<file path="config.mk">
export PLATFORM = sky130hd
export DESIGN_NAME = flash_iap_control
export DESIGN_NICKNAME = d
export VERILOG_FILES = /design/src/inc/flash_ctl_pkg.sv /design/src/hdl/flash_iap_control.sv
export SDC_FILE = /design/constraint.sdc
export NUM_CORES = 1
export LEC_CHECK = 0
export BUFFER_PORTS_ARGS = -buffer_cell sky130_fd_sc_hd__buf_2
export CAP_MARGIN = 30
export CORE_ASPECT_RATIO = 0.8
export CORE_MARGIN = 3
export CORE_UTILIZATION = 30
export CTS_CLUSTER_DIAMETER = 30
export CTS_CLUSTER_SIZE = 12
export DETAILED_ROUTE_END_ITERATION = 8
export HOLD_SLACK_MARGIN = 0.1
export SLEW_MARGIN = 10
export SYNTH_ARGS = -nofsm -noshare
export SYNTH_HDL_FRONTEND = slang
export SYNTH_SLANG_ARGS = --single-unit
</file>
<file path="constraint.sdc">
create_clock -name mclk -period 11.7 [get_ports mclk]
set_clock_uncertainty 0.2 [all_clocks]
set_input_delay 1.17 -clock mclk [delete_from_list [all_inputs] [get_ports mclk]]
set_output_delay 1.17 -clock mclk [all_outputs]
set_load 0.03 [all_outputs]
</file>
<file path="src/inc/flash_ctl_pkg.sv">
/*
  Constants, carrier structs and state type for the flash in-application
  programming control block.
  Assumes a single 25 MHz system clock and an 8-bit special function register port.
*/
package flash_ctl_pkg;

  localparam logic [3:0] SEL_ADDR_LOW = 4'h0;
  localparam logic [3:0] SEL_ADDR_HIGH = 4'h1;
  localparam logic [3:0] SEL_DATA_FIRST = 4'h2;
  localparam logic [3:0] SEL_DATA0_HIGH = 4'h3;
  localparam logic [3:0] SEL_DATA_LAST = 4'h9;
  localparam logic [3:0] SEL_CTRL = 4'ha;

  localparam int BIT_ENABLED = 7;
  localparam int BIT_MODE_HI = 6;
  localparam int BIT_MODE_LO = 4;
  localparam int BIT_TRIGGER = 3;
  localparam int BIT_WRITE = 2;
  localparam int BIT_READ_EN = 1;
  localparam int BIT_READ = 0;

  localparam logic [2:0] MODE_WRITE = 3'h0;
  localparam logic [2:0] MODE_ERASE = 3'h1;
  localparam logic [2:0] MODE_READ = 3'h3;
  localparam logic [2:0] MODE_UNLOCK = 3'h6;

  localparam logic [7:0] PAT_D1_LOW = 8'h00;
  localparam logic [7:0] PAT_D2_LOW = 8'h0d;
  localparam logic [7:0] PAT_D3_LOW = 8'hc3;
  localparam logic [7:0] PAT_D1_HIGH = 8'h04;
  localparam logic [7:0] PAT_D2_HIGH = 8'h09;
  localparam logic [7:0] PAT_D3_HIGH = 8'h40;

  localparam int ADDR_W = 15;
  localparam int CNT_W = 16;
  localparam int MCLK_PERIOD_NS = 40;
  localparam int UNLOCK_TIME_NS = 1000000;
  localparam int UNLOCK_CYCLES_DEF = UNLOCK_TIME_NS / MCLK_PERIOD_NS;

  typedef enum logic [1:0] {
    OP_WRITE = 2'h0,
    OP_ERASE = 2'h1,
    OP_READ = 2'h2
  } flash_op_t;

  typedef enum logic [3:0] {
    ST_IDLE = 4'b0001,
    ST_UNLOCK = 4'b0010,
    ST_BUSY = 4'b0100,
    ST_ABORT = 4'b1000
  } fsm_t;

  typedef struct packed {
    logic wr;
    logic rd;
    logic [3:0] sel;
    logic [7:0] wdata;
  } sfr_req_t;

  typedef struct packed {
    logic req;
    flash_op_t op;
    logic [ADDR_W-1:0] addr;
  } flash_cmd_t;

  typedef struct packed {
    fsm_t fsm;
    logic enabled;
    logic [2:0] mode;
    logic trigger;
    logic write_go;
    logic read_en;
    logic read_go;
    logic [CNT_W-1:0] unlock_cnt;
    logic [3:0][7:0] dlow;
    logic [3:0][7:0] dhigh;
    logic [ADDR_W-1:0] addr;
    logic [7:0] rdata;
    logic stall;
    flash_cmd_t cmd;
    logic buf_load;
    logic [15:0] buf_word;
  } ctl_state_t;

  localparam ctl_state_t STATE_RESET = '{fsm: ST_IDLE, cmd: '{req: 1'b0, op: OP_WRITE, addr: '0}, default: '0};

endpackage

</file>
<file path="src/hdl/flash_iap_control.sv">
/*
  Flash in-application programming control: control register, data word registers,
  unlock timer, operation sequencer and CPU stall.
  Assumes the CPU issues register accesses on the sfr port synchronous to mclk and
  that the flash array answers each command with a one-cycle flash_done pulse.
  Assumes the flash array raises flash_done only in answer to a request, one cycle or
  more after it, and that the write buffer itself and its clear control live outside.
  The unlock timer counts mclk edges, so UNLOCK_CYCLES must follow the clock rate.
*/
// Behaviour
// RULE1 - The fourth data word high byte is a full eight-bit read/write register used for unlock and data.
// RULE2 - Software writing one to the erase/write enabled status bit has no effect.
// RULE3 - Software writing zero to that status bit clears it and disables erase and write at once; a same-write initiate still starts, a set at expiry wins.
// RULE4 - Only hardware sets the status bit, and only after a successful enable procedure.
// RULE5 - The mode field decodes 000 write, 001 page erase, 011 read, 110 enable, all others reserved.
// RULE6 - Software must finish the enable procedure before asking for an erase or a write.
// RULE7 - Setting the unlock trigger starts a 1 ms timer and hardware clears the trigger when it expires.
// RULE8 - Software must write the unlock pattern into data words two to four before the timer expires.
// RULE9 - Setting write initiate starts a write and hardware clears the bit when the write completes.
// RULE10 - While write or read initiate is set the CPU is stalled.
// RULE11 - Reads are refused while read enable is zero.
// RULE12 - Setting read initiate starts a read and hardware clears the bit when the read completes.
// RULE13 - Software must not set write initiate, read enable and read initiate in one write.
// RULE14 - The unlock pattern is 00, 0d, c3 in the low bytes and 04, 09, 40 in the high bytes of words two to four.
// RULE15 - At timer expiry the trigger always clears and the status bit sets only on a correct pattern.
// RULE16 - Writing the first data word high byte loads the whole first word into the write buffer and bumps the address.
// RULE17 - A reserved mode makes the initiate bits clear with no flash operation.
`timescale 1ns/1ps
module flash_iap_control
  import flash_ctl_pkg::*;
#(
  parameter logic [CNT_W-1:0] UNLOCK_CYCLES = CNT_W'(UNLOCK_CYCLES_DEF)
) (
  input wire logic mclk,
  input wire logic reset,
  input wire sfr_req_t sfr,
  output logic [7:0] sfr_rdata,
  output logic cpu_stall,
  output flash_cmd_t flash_cmd,
  input wire logic flash_done,
  input wire logic [15:0] flash_rdata,
  output logic buffer_load,
  output logic [15:0] buffer_word
);

  ctl_state_t cur;
  ctl_state_t next_state;
  logic [3:0] low_sel;
  logic [3:0] high_sel;
  logic [3:0] word_match;

  localparam logic [3:0][7:0] PAT_LOW = {PAT_D3_LOW, PAT_D2_LOW, PAT_D1_LOW, 8'h00};
  localparam logic [3:0][7:0] PAT_HIGH = {PAT_D3_HIGH, PAT_D2_HIGH, PAT_D1_HIGH, 8'h00};

  // Every output is a flop of the state, so the CPU never sees a decode glitch on the stall.
  assign sfr_rdata = cur.rdata;
  assign cpu_stall = cur.stall;
  assign flash_cmd = cur.cmd;
  assign buffer_load = cur.buf_load;
  assign buffer_word = cur.buf_word;

  // One copy per data word: select decode, and for words two to four the unlock pattern compare.
  for (genvar w = 0; w < 4; w++) begin : g_word
    localparam logic [3:0] SEL_LOW = SEL_DATA_FIRST + 4'(2 * w);
    localparam logic [3:0] SEL_HIGH = SEL_DATA_FIRST + 4'(2 * w + 1);
    assign low_sel[w] = (sfr.sel == SEL_LOW);
    assign high_sel[w] = (sfr.sel == SEL_HIGH);
    if (w == 0) begin : g_plain
      // The first word carries transfer data only and takes no part in the unlock compare.
      assign word_match[w] = 1'b1;
    end else begin : g_pattern
      assign word_match[w] = (cur.dlow[w] == PAT_LOW[w]) && (cur.dhigh[w] == PAT_HIGH[w]); // [RULE14]
    end
  end

  always_comb begin
    logic [2:0] wmode;
    logic pattern_ok;
    logic op_legal;
    logic write_legal;
    logic read_legal;
    logic both_initiates;
    logic timer_done;
    next_state = cur;
    wmode = sfr.wdata[BIT_MODE_HI:BIT_MODE_LO];
    pattern_ok = &word_match; // [RULE14]
    // Erase and write need the enable procedure done first. [RULE6]
    write_legal = cur.enabled && (wmode == MODE_WRITE || wmode == MODE_ERASE); // [RULE5]
    // Read enable is taken from the stored bit, so it must be set by an earlier write.
    read_legal = cur.read_en && (wmode == MODE_READ); // [RULE11] [RULE5]
    both_initiates = sfr.wdata[BIT_WRITE] && sfr.wdata[BIT_READ];
    // The count starts from zero on the trigger write, so expiry falls UNLOCK_CYCLES edges later.
    timer_done = (cur.unlock_cnt == UNLOCK_CYCLES - CNT_W'(1));
    op_legal = 1'b0;

    next_state.cmd.req = 1'b0;
    next_state.buf_load = 1'b0;

    if (sfr.rd) begin
      case (sfr.sel)
        SEL_ADDR_LOW: next_state.rdata = cur.addr[7:0];
        SEL_ADDR_HIGH: next_state.rdata = {1'b0, cur.addr[ADDR_W-1:8]};
        SEL_CTRL: next_state.rdata = {cur.enabled, cur.mode, cur.trigger, cur.write_go, cur.read_en, cur.read_go};
        default: begin
          next_state.rdata = 8'h00;
          for (int w = 0; w < 4; w++) begin
            if (low_sel[w]) begin
              next_state.rdata = cur.dlow[w];
            end
            if (high_sel[w]) begin
              next_state.rdata = cur.dhigh[w];
            end
          end
        end
      endcase
    end

    if (sfr.wr) begin
      case (sfr.sel)
        SEL_ADDR_LOW: next_state.addr[7:0] = sfr.wdata;
        SEL_ADDR_HIGH: next_state.addr[ADDR_W-1:8] = sfr.wdata[ADDR_W-9:0];
        SEL_CTRL: begin
          next_state.mode = wmode;
          next_state.read_en = sfr.wdata[BIT_READ_EN];
          // Software can only drop the enable, so a stray write cannot arm erase or write.
          if (!sfr.wdata[BIT_ENABLED]) begin
            next_state.enabled = 1'b0; // [RULE2] [RULE3]
          end
          if (cur.fsm == ST_IDLE) begin
            // Two initiates in one write are taken as a software fault and start nothing.
            if (both_initiates) begin
              op_legal = 1'b0; // [RULE13]
            end else if (sfr.wdata[BIT_TRIGGER]) begin
              next_state.trigger = 1'b1; // [RULE7]
              next_state.unlock_cnt = '0;
              next_state.fsm = ST_UNLOCK;
            end else if (sfr.wdata[BIT_WRITE]) begin
              next_state.write_go = 1'b1; // [RULE9]
              next_state.stall = 1'b1; // [RULE10]
              op_legal = write_legal;
              next_state.cmd.op = (wmode == MODE_ERASE) ? OP_ERASE : OP_WRITE;
              next_state.cmd.req = op_legal;
              next_state.cmd.addr = cur.addr;
              next_state.fsm = op_legal ? ST_BUSY : ST_ABORT; // [RULE17]
            end else if (sfr.wdata[BIT_READ]) begin
              next_state.read_go = 1'b1; // [RULE12]
              next_state.stall = 1'b1; // [RULE10]
              op_legal = read_legal;
              next_state.cmd.op = OP_READ;
              next_state.cmd.req = op_legal;
              next_state.cmd.addr = cur.addr;
              next_state.fsm = op_legal ? ST_BUSY : ST_ABORT; // [RULE17]
            end
          end
        end
        default: begin
          for (int w = 0; w < 4; w++) begin
            if (low_sel[w]) begin
              next_state.dlow[w] = sfr.wdata;
            end
            if (high_sel[w]) begin
              next_state.dhigh[w] = sfr.wdata; // [RULE1]
            end
          end
          if (sfr.sel == SEL_DATA0_HIGH) begin
            // The address moves on with every load so software can stream words without rewriting it.
            next_state.buf_load = 1'b1; // [RULE16]
            next_state.buf_word = {sfr.wdata, cur.dlow[0]};
            next_state.addr = cur.addr + ADDR_W'(1);
          end
        end
      endcase
    end

    // Hardware updates come last so that a hardware set beats a software clear in the same cycle.
    case (cur.fsm)
      ST_IDLE: begin
      end
      ST_UNLOCK: begin
        next_state.unlock_cnt = cur.unlock_cnt + CNT_W'(1);
        if (timer_done) begin
          // The trigger drops at expiry whatever was written; only a full pattern in enable mode arms.
          next_state.trigger = 1'b0; // [RULE7] [RULE15]
          if (pattern_ok && cur.mode == MODE_UNLOCK) begin
            next_state.enabled = 1'b1; // [RULE4] [RULE15] [RULE8]
          end
          next_state.fsm = ST_IDLE;
        end
      end
      ST_BUSY: begin
        if (flash_done) begin
          if (cur.read_go) begin
            // Read data lands in the first word, where software also stages write data.
            next_state.dlow[0] = flash_rdata[7:0];
            next_state.dhigh[0] = flash_rdata[15:8];
          end
          next_state.write_go = 1'b0; // [RULE9]
          next_state.read_go = 1'b0; // [RULE12]
          next_state.stall = 1'b0; // [RULE10]
          next_state.fsm = ST_IDLE;
        end
      end
      ST_ABORT: begin
        // A refused request still shows its initiate bit and the stall for one cycle.
        next_state.write_go = 1'b0; // [RULE17]
        next_state.read_go = 1'b0;
        next_state.stall = 1'b0;
        next_state.fsm = ST_IDLE;
      end
      default: next_state.fsm = ST_IDLE;
    endcase
  end

  // One register stage for the whole state keeps every output a flop and the reset a single constant.
  always_ff @(posedge mclk or posedge reset) begin
    if (reset) begin
      cur <= STATE_RESET;
    end else begin
      cur <= next_state;
    end
  end

endmodule

</file>
======== After elaboration in Yosys (flattened, before gate mapping) ========
Index checks and enable logic that the tools add are counted.
Widths: inputs -> output; s select.
word-level totals
  flip-flop bits (word level) ............. 151
  bits of input ports ..................... 33
cells by class
  $add $sub $neg .......................... 2
  reduce and logical (&&, ||, !) cells .... 34
  bitwise operators ....................... 5
  equal/unequal tests ..................... 24
  mux-type cells .......................... 72
operators with widths
  cell                   count
  $mux 8                 22
  $mux 19                6
  $mux 107               1
  $mux 17                4
  $mux 64                1
  $mux 36                1
  $mux 16                2
  $mux 4                 8
  $reduce_and 3->1       10
  $mux 28                1
  $pmux 8 s3             1
  $eq 4x3->1 const B     5
  $add 16x1->16 const B  1
  $eq 16x15->1 const B   1
  $eq 4x4->1 const B     4
  $eq 8x4->1 const B     2
  $pmux 8 s2             1
  $add 15x1->15 const B  1
  $mux 1                 15
  $mux 15                1
  $pmux 7 s2             1
  $reduce_bool 2->1      7
  $eq 4x2->1 const B     3
  $pmux 4 s3             1
  22 further kinds       37

======== Logic depth before layout (Yosys ltp) ========
  depth after elaboration ................. 13
  mapped depth ............................ 8
  depth with buffers taken out ............ 5

======== Least setup slack after synthesis ========
No wires, ideal clock.
  path type ............................... input to register
  from .................................... in sfr[8] in the netlist's numbering
  to ...................................... reg cur, in the netlist buffer_word[0]
  cell stages on the path ................. 6
  setup time .............................. 125 ps
  required time ........................... 11375 ps
  arrival time ............................ 2690 ps
  path buffers ............................ 3
  slack ................................... 8685 ps
  cell sequence ........................... buf_2 > or4b_2 > buf_2 > nand2_4 > buf_4 > mux2_2
between the ends
  longest elaborated chain between the ends .. 4
ends and longest elaborated chain
  what                                RTL line                  source
  from (decl)                         flash_iap_control.sv:36   input wire sfr_req_t sfr,
  $eq 4x4->1 (tied with other cells)  flash_iap_control.sv:119  case (sfr.sel)
  $reduce_or 3->1 (no line)           n/a
  $not 1->1 (no line)                 n/a
  $reduce_and 3->1 (no line) (*)      n/a
  to (signal assigned)                flash_iap_control.sv:219  cur <= next_state;
  to (decl)                           flash_iap_control.sv:46   ctl_state_t cur;
Mark *: on every way between the ends. The rest lies on a longest branch, timed or not.
A chain may end at the register's enable or synchronous reset.

======== Worst setup path after layout ========
  from .................................... in sfr[9] in the netlist's numbering
  to ...................................... reg cur[138] in the netlist's numbering
between the ends
  longest elaborated chain between the ends .. 3
ends and longest elaborated chain
  what                         RTL line
  $eq 4x4->1                   flash_iap_control.sv:119
  $reduce_bool 2->1 (no line)  n/a
  $reduce_and 5->1 (no line)   n/a
No other way between the ends.

==> metrics.yaml <==
gp_congestion: 0.913
dp_cells: 1148
maxSlewHeadroom_pct: 34.0
hpwl_um: 15600
syn_to_final_growth_pct: 12.3
yosys_most_used_dff: "dfrtp_1"
synth_area_leader_cell: "dfrtp_1"
leakagePower_nw: 4.07
overflow: 0
cp_slowest_stage_delay_ns: 0.74
hold_buffers: 0
rr_startpoint: "cur[150]"
viasPerCell: 5.27
layout-drive-gt1-share_pct: 25.2
setup_viol: 0
worstPathArrival_ns: 3.45
synthTopCellsByArea: "dfrtp_1, mux2_2, mux2i_1"
cp.required_ns: 11.81
synth_fp_nets: 841
finalCritPeriodShare_pct: 28.5
chipHeight_um: 154
root_buffer: "clkbuf_16"
initial_utilization_pct: 30.9
cp_num_buf_inv: 1
syn_area_per_cell_um2: 10.2
die_area_mm2: 0.0294
rows: 53
fmax_mhz: 300
yosysSeqAreaShare_pct: 46.0
final_util_pct: 34.7
synth-edff-count: 0
cts_max_path_buffers: 2
ir_drop_uv: 109
p_per_area_mw_per_mm2: 188
finalHoldViolations: 0
rsz0062_at_grt: "no"
worst_path_max_delay_cell: "buf_2"
worstMarginPinSlew_ns: 0.990
min_from: "buffer_word[10]"
post-route-min-period_ns: 3.33
grt_pass1_vias: 6076
finalSetupTns_ns: 0
dieWidth_um: 191
crit_fanout: 52
timing.max_cap.violations: 0
insertion_delay_ns: 0.43
vias: 6233
io_pins: 77
yosysMostFrequentCell: "dfrtp_1"
cp-end-kind: "register"
synthDistinctLibCells: 71
ant_nets: 0
setup_slack_ns: 8.37
place_ws_ns: 7.97
clk_pin_slew_ns: 0.07
port_buffers: 76
yosysWarnings: 0
fin_cells: 1183
total_power_w: 0.00174
syn_inst: 806
drc: 0
drt-pass1-iter-count: 8
hp-class: "reg -> reg"
htree_levels: 4
outcome: "completed"
critical_path_class: "in -> reg"
grt_use_total_pct: 15.6
cp_top_family: "simple AND/OR/NAND/NOR gates"
cts_tree: "done"
cts_resized: 0
post_cts.repair.setup_buffers: 0
startpoint_type: "primary input"
finalMaxSlewViolations: 0
synthArstFlopShare_pct: 100
cts_buffers: 17
synth-seq-cells: 151
yosys-top-cells-count: "dfrtp_1, mux2_2, nand2_1"
grt_pass1_wl_um: 35600
path_cells: "buf_2, nand2b_1, or4b_4, and2_1, mux2_4"
coreArea_mm2: 0.0266
clock_sinks: 151
n_fill_cell: 2700
finish.net_count: 847
grt_antenna_before_repair: 1
grt_max_degree: 73
netlist.area_leader.share_pct: 45.7
cp-startpoint: "sfr[9]"
routed_wl_um: 22400
synth_area_mm2: 0.00822
drt-initial-drc-count: 471
wl_per_cell_um: 18.9
## registers in the layout, indices dropped and copies added, names as in the netlist
| register | count |
|---|---|
| cpu_stall | 1 |
| sfr_rdata | 8 |
| buffer_load | 1 |
| cur | 107 |
| flash_cmd | 18 |
| buffer_word | 16 |
## area by class of cell
class | count | area (um^2) | share of cell area (%)
Inverter | 19 | 76.3 | 0.826
Sequential cell | 151 | 3780 | 40.9
Timing Repair Buffer | 85 | 483 | 5.23
Clock buffer | 19 | 433 | 4.69
Multi-Input combinational cell | 538 | 3820 | 41.3
Antenna cell | 1 | 2.50 | 0.0271
Clock inverter | 13 | 195 | 2.11
Tap cell | 357 | 447 | 4.84
## power breakdown
part           switching (W)  internal (W)  leakage [nW]  total [W]
combinational       0.000214      0.000157          1.90   0.000371
sequential          0.000128      0.000647          1.87   0.000775
clock               0.000232      0.000360         0.295   0.000592
total               0.000574       0.00116          4.07    0.00174
## path summary, 6_finish.rpt
check | cells past startpoint | end | slack [ns]
setup reg to reg | 4 | cur[138] | 9.15
setup / recovery | 5 | cur[138] | 8.37
min in group asynchronous | 2 | buffer_word[1] | 0.63
hold / removal | 2 | buffer_word[10] | 0.29
max in group asynchronous | 4 | cur[147] | 9.38
hold reg to reg | 2 | buffer_word[10] | 0.29
## worst reg2reg max path: stages, from the launching register on
cell     delay [ns]
dfrtp_1        0.46
or4b_1         0.82
nor4_2         0.47
nand4_1        0.18
mux2_4         0.32
## layer usage
metal	GRT usage, %	part of all wire [%]	routed length [um]	up-vias
met4	4.19	1.7	378	0
met2	22.2	42	9480	222
met5	0	0	0	-
met3	4.97	7.7	1730	35
met1	22.7	48	10800	3060
li1	-	-	-	2916
## per-stage QoR
stage                     hold slack [ns]  cell area [um^2]
after floorplan                     0.250              8220
after global placement              0.260              8540
after detailed placement            0.268              8570
after CTS                           0.283              9200
after global routing                0.306              9240
final                               0.285              9240
## placed cells by master (no fill, tap or decap), drive strengths merged, types with 3 or more instances in the layout
cell	Yosys	routed
a21o	9	9
nand2b	15	15
nor2	39	39
inv	19	22
o22ai	8	8
nand2	66	66
clkinvlp	0	3
o31ai	8	8
nor4bb	3	3
clkinv	0	3
clkbuf	39	20
and4	5	5
a21boi	3	3
nand3	25	25
nor4	13	13
nor4b	7	7
nor3	5	5
a21oi	41	41
nand3b	20	20
a41oi	3	3
mux2	75	75
a222oi	7	7
o22a	3	3
or4b	4	4
o21a	11	11
buf	59	84
o21ai	52	52
and3	7	7
a31oi	3	3
a211oi	9	9
mux2i	39	39
a311oi	3	3
and2	3	3
nor2b	4	4
dfrtp	150	150
bufinv	0	4
or4	3	3
nand4	12	12
## cells by family after synthesis
logic type | Yosys count | share of synthesized area [%]
multiplexers | 114 | 15.1
AND/OR/NAND/NOR | 241 | 16.5
adder cells (fa/ha/maj) | 2 | 0.304
buffers and inverters | 117 | 7.64
XOR/XNOR | 4 | 0.426
flip-flops | 151 | 46.0
AO/OA/AOI/OAI | 177 | 14.0
Power figures use the tool's default switching activity.
